## src/verilog/pi_controller_defs.vh

```
// Behaviour
// - Mode input high selects automatic operation, low selects manual operation.
// - Output reset input forces output to zero and overrides the mode input.
// - Manual mode drives the output with the manual output value.
// - Entering automatic mode preloads the integral sum with the manual value.
// - Corrected process value is raw value times input gain plus input offset.
// - Corrected process value is clamped between the lower and upper limits.
// - Zero error leaves the manipulated output unchanged.
// - Positive direction: value above setpoint lowers output, below raises it.
// - Negative direction: value above setpoint raises output, below lowers it.
// - Proportional gain of zero drops the proportional term.
// - Integral time at its maximum setting drops the integral term.
// - Output is recomputed once per fixed 500 ms sample.
// - Manual output values outside 0 to 1000 are not accepted.
// - Limit settings outside -10000 to +20000 are not accepted.
// - Setpoint and manual value may come from another block's live result.
`ifndef PI_CONTROLLER_DEFS_VH
`define PI_CONTROLLER_DEFS_VH

////////////////////////////////////////////////////////////////////////////////
// Register indices
`define REG_CTRL          4'h0
`define REG_SETPOINT      4'h1
`define REG_PROP_GAIN     4'h2
`define REG_INTEG_TIME    4'h3
`define REG_MANUAL_OUT    4'h4
`define REG_PV_MIN        4'h5
`define REG_PV_MAX        4'h6
`define REG_IN_GAIN       4'h7
`define REG_IN_OFFSET     4'h8
`define REG_OUTPUT        4'h9
`define REG_CORR_PV       4'ha
`define REG_STATUS        4'hb

// Control register fields
`define CTRL_DIR_BIT      0
`define CTRL_SP_LINK_BIT  1
`define CTRL_MQ_LINK_BIT  2

// Status register fields
`define STAT_AUTO_BIT     0
`define STAT_RESET_BIT    1
`define STAT_BUSY_BIT     2

////////////////////////////////////////////////////////////////////////////////
// Reset values
`define RST_DIR           1'b1
`define RST_SETPOINT      16'sh0000
`define RST_PROP_GAIN     14'h0064
`define RST_INTEG_TIME    13'h003c
`define RST_MANUAL_OUT    16'sh0000
`define RST_PV_MIN        16'shd8f0
`define RST_PV_MAX        16'sh4e20
`define RST_IN_GAIN       16'sh0064
`define RST_IN_OFFSET     16'sh0000

////////////////////////////////////////////////////////////////////////////////
// Value ranges
`define LIM_LO            16'shd8f0
`define LIM_HI            16'sh4e20
`define MQ_LO             16'sh0000
`define MQ_HI             16'sh03e8
`define KC_MAX            14'h270f
`define TI_MIN            13'h0001
`define TI_MAX            13'h176f
`define GAIN_LO           16'shfc18
`define GAIN_HI           16'sh03e8
`define OFFS_LO           16'shd8f0
`define OFFS_HI           16'sh2710
`define OUT_MAX           10'h3e8
`define INTEG_MAX         48'sh0000_03e8_0000

// Fixed point: integral keeps 16 fraction bits; x/100 ~= x*5243 >> 19
`define INTEG_FRAC        16
`define HALF_SEC_SHIFT    15
`define DIV100_MUL        48'sh0000_0000_147b
`define DIV100_SHIFT      19

////////////////////////////////////////////////////////////////////////////////
// Timing
`define CLK_FREQ_HZ       40000000
`define SAMPLE_TIME_MS    500
`define SAMPLE_CYCLES     ((`CLK_FREQ_HZ / 1000) * `SAMPLE_TIME_MS)

`endif

```

## src/verilog/pi_sample_tick.v

```verilog
`timescale 1ns/1ps
`include "pi_controller_defs.vh"

module pi_sample_tick
#(
    parameter CYCLES = `SAMPLE_CYCLES
)
(
    input  wire clk,
    input  wire rst,
    output reg  tick
);

    reg [31:0] count;

    // Free running so the sample grid does not depend on mode changes
    always @(posedge clk or posedge rst)
    begin
        if (rst)
        begin
            count <= 32'h0000_0000;
            tick  <= 1'b0;
        end
        else if (count == CYCLES - 1)
        begin
            count <= 32'h0000_0000;
            tick  <= 1'b1;
        end
        else
        begin
            count <= count + 32'h0000_0001;
            tick  <= 1'b0;
        end
    end

endmodule

```

## src/verilog/pi_process_controller.v

```verilog
`timescale 1ns/1ps
`include "pi_controller_defs.vh"

module pi_process_controller
#(
    parameter SAMPLE_CYCLES = `SAMPLE_CYCLES,
    parameter DIV_BITS      = 33
)
(
    input  wire               clk,
    input  wire               rst,
    input  wire        [3:0]  addr,
    input  wire        [15:0] wrData,
    input  wire               wrEn,
    input  wire               rdEn,
    output reg         [15:0] rdData,
    input  wire               autoMode,
    input  wire               outReset,
    input  wire signed [15:0] processValue,
    input  wire signed [15:0] setpointLink,
    input  wire signed [15:0] manualLink,
    output reg         [9:0]  manipulatedOutput
);

    localparam ST_IDLE  = 4'b0001;
    localparam ST_LOAD  = 4'b0010;
    localparam ST_DIV   = 4'b0100;
    localparam ST_APPLY = 4'b1000;

    ////////////////////////////////////////////////////////////////////////////
    // Functions

    function signed [47:0] ext48;
        input signed [15:0] v;
        begin
            ext48 = {{32{v[15]}}, v};
        end
    endfunction

    function inRange;
        input signed [15:0] v;
        input signed [15:0] lo;
        input signed [15:0] hi;
        begin
            inRange = (v >= lo) && (v <= hi);
        end
    endfunction

    function signed [15:0] clampTo;
        input signed [47:0] v;
        input signed [15:0] lo;
        input signed [15:0] hi;
        begin
            if (v > ext48(hi))
                clampTo = hi;
            else if (v < ext48(lo))
                clampTo = lo;
            else
                clampTo = v[15:0];
        end
    endfunction

    // Gains are held in hundredths; divide by 100 without a divider
    function signed [47:0] scale100;
        input signed [47:0] v;
        reg   signed [47:0] prod;
        begin
            prod     = v * `DIV100_MUL;
            scale100 = prod >>> `DIV100_SHIFT;
        end
    endfunction

    ////////////////////////////////////////////////////////////////////////////
    // Configuration

    reg                dirPositive;
    reg                spFromLink;
    reg                mqFromLink;
    reg signed [15:0]  setpointCfg;
    reg        [13:0]  propGain;
    reg        [12:0]  integralTime;
    reg signed [15:0]  manualCfg;
    reg signed [15:0]  pvMin;
    reg signed [15:0]  pvMax;
    reg signed [15:0]  inGain;
    reg signed [15:0]  inOffset;

    reg        [3:0]   state;
    reg                autoRun;
    reg signed [15:0]  corrPv;
    wire               tick;
    wire signed [15:0] wrSigned = wrData;

    always @(posedge clk or posedge rst)
    begin
        if (rst)
        begin
            dirPositive  <= `RST_DIR;
            spFromLink   <= 1'b0;
            mqFromLink   <= 1'b0;
            setpointCfg  <= `RST_SETPOINT;
            propGain     <= `RST_PROP_GAIN;
            integralTime <= `RST_INTEG_TIME;
            manualCfg    <= `RST_MANUAL_OUT;
            pvMin        <= `RST_PV_MIN;
            pvMax        <= `RST_PV_MAX;
            inGain       <= `RST_IN_GAIN;
            inOffset     <= `RST_IN_OFFSET;
        end
        else if (wrEn)
        begin
            case (addr)
                `REG_CTRL:
                begin
                    // Direction is frozen while automatic control runs
                    if (!autoRun)
                        dirPositive <= wrData[`CTRL_DIR_BIT];
                    spFromLink <= wrData[`CTRL_SP_LINK_BIT];
                    mqFromLink <= wrData[`CTRL_MQ_LINK_BIT];
                end
                `REG_SETPOINT:
                    if (inRange(wrSigned, `LIM_LO, `LIM_HI))
                        setpointCfg <= wrSigned;
                `REG_PROP_GAIN:
                    if (wrData[15:14] == 2'h0 && wrData[13:0] <= `KC_MAX)
                        propGain <= wrData[13:0];
                `REG_INTEG_TIME:
                    if (wrData[15:13] == 3'h0 && wrData[12:0] >= `TI_MIN && wrData[12:0] <= `TI_MAX)
                        integralTime <= wrData[12:0];
                `REG_MANUAL_OUT:
                    if (inRange(wrSigned, `MQ_LO, `MQ_HI))
                        manualCfg <= wrSigned;
                `REG_PV_MIN:
                    if (inRange(wrSigned, `LIM_LO, `LIM_HI))
                        pvMin <= wrSigned;
                `REG_PV_MAX:
                    if (inRange(wrSigned, `LIM_LO, `LIM_HI))
                        pvMax <= wrSigned;
                `REG_IN_GAIN:
                    if (inRange(wrSigned, `GAIN_LO, `GAIN_HI))
                        inGain <= wrSigned;
                `REG_IN_OFFSET:
                    if (inRange(wrSigned, `OFFS_LO, `OFFS_HI))
                        inOffset <= wrSigned;
                default:
                    ;
            endcase
        end
    end

    ////////////////////////////////////////////////////////////////////////////
    // Live operands

    // Linked manual value is clamped so the output range still holds
    wire signed [15:0] spEff = spFromLink ? setpointLink : setpointCfg;
    wire signed [15:0] mqEff = mqFromLink ? clampTo(ext48(manualLink), `MQ_LO, `MQ_HI) : manualCfg;

    wire signed [47:0] pvProduct = ext48(processValue) * ext48(inGain);
    wire signed [47:0] pvSum     = scale100(pvProduct) + ext48(inOffset);

    always @(posedge clk or posedge rst)
    begin
        if (rst)
            corrPv <= 16'sh0000;
        else
            corrPv <= clampTo(pvSum, pvMin, pvMax);
    end

    wire signed [47:0] errNow = dirPositive ? ext48(spEff) - ext48(corrPv)
                                            : ext48(corrPv) - ext48(spEff);

    ////////////////////////////////////////////////////////////////////////////
    // Sample sequencer with a restoring divider for error * Ts / Ti

    reg signed [47:0]         errLatch;
    reg signed [47:0]         pTerm;
    reg        [DIV_BITS-1:0] divNum;
    reg        [DIV_BITS-1:0] quot;
    reg        [13:0]         rem;
    reg        [5:0]          divCount;
    wire       [13:0]         trial    = {rem[12:0], divNum[DIV_BITS-1]};
    wire                      trialOk  = trial >= {1'b0, integralTime};
    wire                      runOk    = autoRun && autoMode && !outReset;
    wire signed [47:0]        errAbs   = errLatch[47] ? -errLatch : errLatch;
    wire signed [47:0]        gainProd = $signed({34'h0, propGain}) * errLatch;

    always @(posedge clk or posedge rst)
    begin
        if (rst)
        begin
            state    <= ST_IDLE;
            errLatch <= 48'sh0;
            pTerm    <= 48'sh0;
            divNum   <= {DIV_BITS{1'b0}};
            quot     <= {DIV_BITS{1'b0}};
            rem      <= 14'h0000;
            divCount <= 6'h00;
        end
        else if (!runOk)
        begin
            // A sample left over from before a mode change or reset is dropped
            state <= ST_IDLE;
        end
        else
        begin
            case (state)
                ST_IDLE:
                    if (tick && runOk)
                    begin
                        errLatch <= errNow;
                        state    <= ST_LOAD;
                    end
                ST_LOAD:
                begin
                    pTerm    <= (propGain == 14'h0) ? 48'sh0 : scale100(gainProd);
                    divNum   <= errAbs[DIV_BITS-1:0] << `HALF_SEC_SHIFT;
                    quot     <= {DIV_BITS{1'b0}};
                    rem      <= 14'h0000;
                    divCount <= DIV_BITS[5:0];
                    state    <= ST_DIV;
                end
                ST_DIV:
                begin
                    rem      <= trialOk ? trial - {1'b0, integralTime} : trial;
                    quot     <= {quot[DIV_BITS-2:0], trialOk};
                    divNum   <= {divNum[DIV_BITS-2:0], 1'b0};
                    divCount <= divCount - 6'h01;
                    if (divCount == 6'h01)
                        state <= ST_APPLY;
                end
                ST_APPLY:
                    state <= ST_IDLE;
                default:
                    state <= ST_IDLE;
            endcase
        end
    end

    ////////////////////////////////////////////////////////////////////////////
    // Integral sum and manipulated output

    reg signed [47:0] integ;
    reg signed [47:0] next_integ;
    reg signed [47:0] next_sum;
    wire              integOn = integralTime != `TI_MAX;
    wire signed [47:0] quotExt = {{(48-DIV_BITS){1'b0}}, quot};

    always @*
    begin
        next_integ = errLatch[47] ? integ - quotExt : integ + quotExt;
        // Anti-windup: the integral never leaves the output range
        if (next_integ < 48'sh0)
            next_integ = 48'sh0;
        else if (next_integ > `INTEG_MAX)
            next_integ = `INTEG_MAX;
        next_sum = pTerm + (integOn ? (next_integ >>> `INTEG_FRAC) : 48'sh0);
    end

    always @(posedge clk or posedge rst)
    begin
        if (rst)
        begin
            integ             <= 48'sh0;
            autoRun           <= 1'b0;
            manipulatedOutput <= 10'h000;
        end
        else if (outReset)
        begin
            // Taking the mode here means release never looks like an entry
            integ             <= 48'sh0;
            autoRun           <= autoMode;
            manipulatedOutput <= 10'h000;
        end
        else if (!autoMode)
        begin
            autoRun           <= 1'b0;
            manipulatedOutput <= mqEff[9:0];
        end
        else if (!autoRun)
        begin
            autoRun <= 1'b1;
            integ   <= ext48(mqEff) <<< `INTEG_FRAC;
        end
        else if (state == ST_APPLY && errLatch != 48'sh0)
        begin
            if (integOn)
                integ <= next_integ;
            if (next_sum < 48'sh0)
                manipulatedOutput <= 10'h000;
            else if (next_sum > {38'h0, `OUT_MAX})
                manipulatedOutput <= `OUT_MAX;
            else
                manipulatedOutput <= next_sum[9:0];
        end
    end

    ////////////////////////////////////////////////////////////////////////////
    // Register read port

    always @(posedge clk or posedge rst)
    begin
        if (rst)
            rdData <= 16'h0000;
        else if (!rdEn)
            rdData <= 16'h0000;
        else
        begin
            case (addr)
                `REG_CTRL:       rdData <= {13'h0, mqFromLink, spFromLink, dirPositive};
                `REG_SETPOINT:   rdData <= setpointCfg;
                `REG_PROP_GAIN:  rdData <= {2'h0, propGain};
                `REG_INTEG_TIME: rdData <= {3'h0, integralTime};
                `REG_MANUAL_OUT: rdData <= manualCfg;
                `REG_PV_MIN:     rdData <= pvMin;
                `REG_PV_MAX:     rdData <= pvMax;
                `REG_IN_GAIN:    rdData <= inGain;
                `REG_IN_OFFSET:  rdData <= inOffset;
                `REG_OUTPUT:     rdData <= {6'h00, manipulatedOutput};
                `REG_CORR_PV:    rdData <= corrPv;
                `REG_STATUS:     rdData <= {13'h0, state != ST_IDLE, outReset, runOk};
                default:         rdData <= 16'h0000;
            endcase
        end
    end

    ////////////////////////////////////////////////////////////////////////////
    // Sample clock enable

    pi_sample_tick
    #(
        .CYCLES (SAMPLE_CYCLES)
    )
    u_tick
    (
        .clk  (clk),
        .rst  (rst),
        .tick (tick)
    );

endmodule

```

## config.mk

```make
export PLATFORM = sky130hd
export DESIGN_NAME = pi_process_controller
export DESIGN_NICKNAME = d
export VERILOG_FILES = /design/src/verilog/pi_sample_tick.v /design/src/verilog/pi_process_controller.v
export VERILOG_INCLUDE_DIRS = /design/src /design/src/verilog
export SDC_FILE = /design/constraint.sdc
export NUM_CORES = 2
export LEC_CHECK = 0
export BUFFER_PORTS_ARGS = -buffer_cell sky130_fd_sc_hd__buf_2
export CAP_MARGIN = 5
export CORE_MARGIN = 3
export CORE_UTILIZATION = 40
export DETAILED_ROUTE_END_ITERATION = 7
export HOLD_SLACK_MARGIN = 0.08
export SLEW_MARGIN = 20
export SYNTH_ARGS = -nofsm -noshare
export SYNTH_HDL_FRONTEND = slang
export SYNTH_HIERARCHICAL = 1
export SYNTH_SLANG_ARGS = --single-unit
```

## constraint.sdc

```tcl
create_clock -name clk -period 18.45 [get_ports clk]
set_clock_uncertainty 0.1 [all_clocks]
set_input_delay 2.7675 -clock clk [delete_from_list [all_inputs] [get_ports clk]]
set_output_delay 2.7675 -clock clk [all_outputs]
set_load 0.02 [all_outputs]
```

# ---- Word-level counts from Yosys, hierarchy flattened
# Cells that the tools add are included.
# Widths: inputs -> output; s select.
dict set report classes {
  muxes 39
  n_lt_le_gt_ge 18
  reduce_logical 35
  n_eq_ne 25
  multipliers 4
  bitwise 1
  addsub 10
}
# cell count
set op_table {}
lappend op_table {{$mux 48} 11}
lappend op_table {{$pmux 16 s12} 1}
lappend op_table {{$pmux 33 s2} 2}
lappend op_table {{$mux 16} 7}
lappend op_table {{$lt 48x1->1 const B} 2}
lappend op_table {{$mux 10} 6}
lappend op_table {{$add 48x34->48} 1}
lappend op_table {{$add 48x48->48} 1}
lappend op_table {{$gt 48x10->1 const B} 1}
lappend op_table {{$gt 48x27->1 const B} 1}
lappend op_table {{$mul 15x48->48} 1}
lappend op_table {{$mul 48x14->48 const B} 1}
lappend op_table {{$reduce_bool 48->1} 1}
lappend op_table {{$sub 48x34->48} 1}
lappend op_table {{$mul 32x14->46 const B} 1}
lappend op_table {{$sub 16x16->17} 2}
lappend op_table {{$reduce_and 3->1} 11}
lappend op_table {{$add 32x1->32 const B} 1}
lappend op_table {{$eq 32x25->1 const B} 1}
lappend op_table {{$mul 16x16->32} 1}
lappend op_table {{$mux 32} 1}
lappend op_table {{$add 27x16->28} 1}
lappend op_table {{$gt 28x16->1} 1}
lappend op_table {{$lt 28x16->1} 1}
lappend op_table {{other kinds (41)} 74}
dict set report word_totals {
  input_bits 74
  ff_bits 435
  wordCells 157
  output_inout_bits 26
}

# ---- Depth between registers and ports, before layout
dict set report logic_depth {
  ltp_word 14
  depth_mapped 72
  mapped_depth_nobuf 70
}

# ---- Cells and area by module
# Netlist, hierarchy kept.
# mod n_inst seq_area_each_um2 cells_per_inst area_per_inst_um2
set modules_own_cells {}
lappend modules_own_cells {pi_process_controller 1 8464.4 6490 60436.7}
lappend modules_own_cells {pi_sample_tick 1 825.8 160 1619.1}

# ---- Worst setup path before layout
# Ideal clock, no wire load.
dict set report synth_timing {
  path_type {input -> register}
  from {input processValue[10]}
  to {register corrPv[10]}
  required_time_ns 18.269
  t_arrival_ns 17.275
  slack_ns 0.994
  path_buffers 2
  stages 63
  setup_ns 0.081
  path_cell_list {clkbuf_1 nand2_1 fa_1 fa_1 fa_1 inv_1 fa_1 fa_1 inv_1 fa_1 inv_1 ha_1 a21o_1 a21oi_1 nor2_1 a21oi_1 o31ai_1 o21ai_0 [27 not listed] a21oi_1 a41o_1 o21ai_0 nor2b_1 xnor2_1 ha_1 and3_1 a22o_1 nor2_1 xnor2_1 ha_1 nand4_1 nor4_1 a211oi_1 mux2i_1 a31oi_1 clkbuf_1 mux2i_1}
}
dict set report synth_via {
  elab_chain_len 6
  elab_cells_between_ends 7
  cone_classes {1 x add/sub; 2 x mul; 2 x order compare; 2 x mux}
}
# item line_no
set synth_rtl {}
lappend synth_rtl {{start, declared} pi_process_controller.v:19} ;# input wire signed [15:0] processValue,
lappend synth_rtl {{$mul 16x16->32 *} pi_process_controller.v:158} ;# wire signed [47:0] pvProduct = ext48(processValue) * ext48(inGain);
lappend synth_rtl {{$mul 32x14->46 (no source line) *} --}
lappend synth_rtl {{$add 27x16->28 *} pi_process_controller.v:159} ;# wire signed [47:0] pvSum = scale100(pvProduct) + ext48(inOffset);
lappend synth_rtl {{$lt 28x16->1} pi_process_controller.v:56} ;# else if (v < ext48(lo))
lappend synth_rtl {{$mux 16} pi_process_controller.v:56}
lappend synth_rtl {{$mux 16 *} pi_process_controller.v:54} ;# if (v > ext48(hi))
lappend synth_rtl {{end signal, assigned} pi_process_controller.v:166} ;# corrPv <= clampTo(pvSum, pvMin, pvMax);
lappend synth_rtl {{end, declared} pi_process_controller.v:90} ;# reg signed [15:0] corrPv;
# Every way passes the cells marked *; elsewhere a longest branch is shown, timed or not.
# A chain may end at the register's enable or synchronous reset.

# ---- Final worst setup path
dict set report layout_timing {
  from {input processValue[7]}
  to {register corrPv[4]}
}
# The elaborated chain is that of the path after synthesis.

==> key figures <==
Run status
  – Status: finished clean

Detailed routing
  – Via count: between 40000 and 50000
  – First drt pass iteration count: 6
  – Final routed DRC violation total: 0
  – Post-Route WL: between 150000 and 200000 µm
  – WL/cell: around 19 µm
  – Vias per cell: 5.29
  – DRT iter0 DRCs: 3160
  – Antenna Nets Post-Route: 0

STA
  – Max_slew headroom: 0.204
  – Worst-Margin Slew: 1.19 ns
  – Slew Limit Fails: 0
  – Final worst slack: 1.01 ns
  – Setup-failing EPs final: 0
  – Minimum clock period: 17.44 ns
  – Hold Vio Cnt, Final: 0
  – Worst hold margin: 0.380 ns
  – Fmax achieved: 0.0573 GHz
  – Period Utilization, post-route: 0.945
  – RSZ-0062 raised after global routing: false

Critical path
  – Slowest stage delay, CP: between 0.5 and 0.6 ns
  – Delay-heaviest family, CP: adder cells
  – Crit path max fanout: 16
  – Buf+Inv Stages, Crit Path: 11
  – CP Capture Type: flip-flop
  – CP startpoint kind: input port
  – Worst EP required: around 19 ns
  – CP Class: input port to flip-flop
  – Reg2Reg Setup Slack: approximately 2.4 ns
  – Worst Path Arrival: approximately 18 ns
  – CP max-delay cell: fa_1
  – Most frequent CP cell: fa_1

Place
  – PortBufs: slightly below 100
  – Hpwl dp: between 100000 and 150000 µm
  – Final GP Congestion: just over 0.9
  – Dpl ws: -0.0396 ns
  – Placed insts: around 8700

Layout
  – Fin nets: approximately 8400
  – Final Util: 0.436
  – Finished Layout Cells: 8758
  – Fill cells: 14900
  – Commonest cells after routing, fill and taps aside: inv_1 (1313), fa_1 (922), ha_1 (715)
  – Syn-to-layout area delta: 7.42%
  – Commonest non-fill, non-tap cell in the layout: inv_1
  – Share of cells above drive strength 1: 0.0689

CTS
  – Root Buffer: clkbuf_16
  – Bufs on Longest Clock Path: 3
  – Num CTS Buffers: 44
  – Clk slew on worst S/H paths: 0.06 ns
  – H-tree depth: 2
  – Clk sinks: 370
  – Hold buffers post-CTS: 0
  – Worst-skew pair later-pin latency: just over 0.6 ns
  – CTS tree: yes

Floorplanning
  – Cell Rows: 143
  – Initial Utilization: 0.406
  – Die Area: roughly 0.16 mm²
  – Core area: 0.153 mm²
  – Die width: ~400 µm
  – Ports: 100
  – Die Ht: ~400 µm

Global routing
  – Overflow after GRT: 0
  – Vias in the first global route: ~48000
  – Largest net degree at the start of global routing: 85
  – Initial antenna violation count: 8
  – First-pass GRT wire length: 269000 µm
  – GRT Overall Usage: 0.214

Logic synthesis
  – Post-synthesis simple-gate area fraction: 0.118
  – Async set-reset flop share out of synthesis: 1.00
  – Largest family of logic cells by synthesized area: adder cells
  – Synthesized area per cell: 9.33 µm²
  – YS warnings: 6
  – Mapped cell area: 0.0621 mm²
  – Synth Area in XOR/XNOR: 0.0430
  – Synth unique cells: about 100
  – Synth Area in Compound Gates: 0.125
  – Mux cell area share after synthesis: 0.0296
  – Adder-cell share of the synthesized area: 0.442
  – Seq cells post-synth: 370
  – EDFF count, synth: 0
  – Cells after Synth: 6650
  – Ys flop type: dfrtp_1
  – Post-synthesis sequential area ratio: 0.150

Worst hold path
  – Worst hold path class: flip-flop to flip-flop

Flow run
  – Number of max-cap violations: 0
## state kept, by name (all words and copies together) (netlist names), 4 cells and up
register,count
divNum,18
divCount,6
rem,13
corrPv,16
inOffset,16
pTerm,29
manualCfg,16
propGain,14
inGain,16
state,4
setpointCfg,16
integralTime,13
u_tick/count,32
errLatch,17
manipulatedOutput,10
rdData,16
quot,33
integ,48
pvMax,16
pvMin,16
## per-layer routing
layer / wire length (µm) / part of all wire / vias to the layer above / global-route usage
li1: - / - / 21600 / -
met1: 77000 / 0.46 / 23400 / 0.307
met2: 71900 / 0.43 / 1141 / 0.326
met3: 14700 / 0.088 / 160 / 0.0583
met4: 2590 / 0.016 / 2 / 0.0344
met5: 13 / 0.000078 / - / 0
## synth_stat cells (42+ instances only)
cell type / count / share of area
a22o_1: 70 / 0.0099
clkbuf_1: 194 / 0.012
fa_1: 922 / 0.30
inv_1: 1314 / 0.079
o21a_1: 42 / 0.0051
nand2_1: 490 / 0.030
nand3_1: 66 / 0.0053
xnor2_1: 199 / 0.028
xor2_1: 103 / 0.015
nand4_1: 49 / 0.0049
a31oi_1: 47 / 0.0047
and2_1: 279 / 0.028
nor3_1: 75 / 0.0060
nor2b_1: 59 / 0.0059
a22oi_1: 56 / 0.0068
a21o_1: 144 / 0.017
ha_1: 715 / 0.14
nor2_1: 227 / 0.014
o21ai_0: 246 / 0.020
nand2b_1: 59 / 0.0059
a21oi_1: 291 / 0.023
mux2_2: 106 / 0.019
mux2i_1: 64 / 0.010
dfrtp_1: 345 / 0.14
## what timing repair did
action	CTS	global route
setup buffers	0	5
endpoints found under the setup margin	0	16
resized for setup	0	10
## stage by stage
step	setup TNS, ns	cell area, µm²
after global placement	0	65000
after global routing	0	66600
final	0	66700
after floorplan	0	62100
after CTS	0	66500
after detailed placement	-0.224	65000
## logic make-up after synthesis
family / Yosys count
compound gates: 1174
xor+xnor: 303
fa+ha+maj: 1637
buf+inv: 1535
flops: 370
mux: 170
other cells: 2
simple gates: 1459
## worst paths after layout
check                                  end  depth (start not counted)       startpoint
setup / recovery                 corrPv[4]                         65  processValue[7]
max in group asynchronous      errLatch[8]                          4              rst
setup reg to reg                 corrPv[4]                         65        inGain[9]
min in group asynchronous       rdData[13]                          2              rst
hold reg to reg            u_tick/count[0]                          1  u_tick/count[0]
hold / removal             u_tick/count[0]                          1  u_tick/count[0]
## layout make-up
cell class / count / area (µm²) / share of cell area
sequential: 370 / 9290 / 0.139
tap: 2030 / 2540 / 0.0381
antenna: 10 / 25.0 / 0.000375
inverter: 1314 / 4940 / 0.0741
clock buffer: 60 / 1220 / 0.0183
multi-input combinational: 4765 / 47200 / 0.708
timing repair buffer: 190 / 1180 / 0.0177
clock inverter: 19 / 295 / 0.00443
## worst reg2reg max path, delay by kind of cell, from the launching register on
kind / cells / cell delay [ns]
xor gates and xnor gates: 3 / 0.47
and+or+nand+nor: 11 / 1.79
buffers and inverters: 11 / 0.96
DFF: 1 / 1.10
muxes: 2 / 0.38
AOI/OAI and AO/OA: 23 / 4.66
adders and majority gates: 15 / 6.49
Power is left out: the tool's default activity adds up to more than one toggle a clock period on the data nets, which glitch-free logic cannot reach.
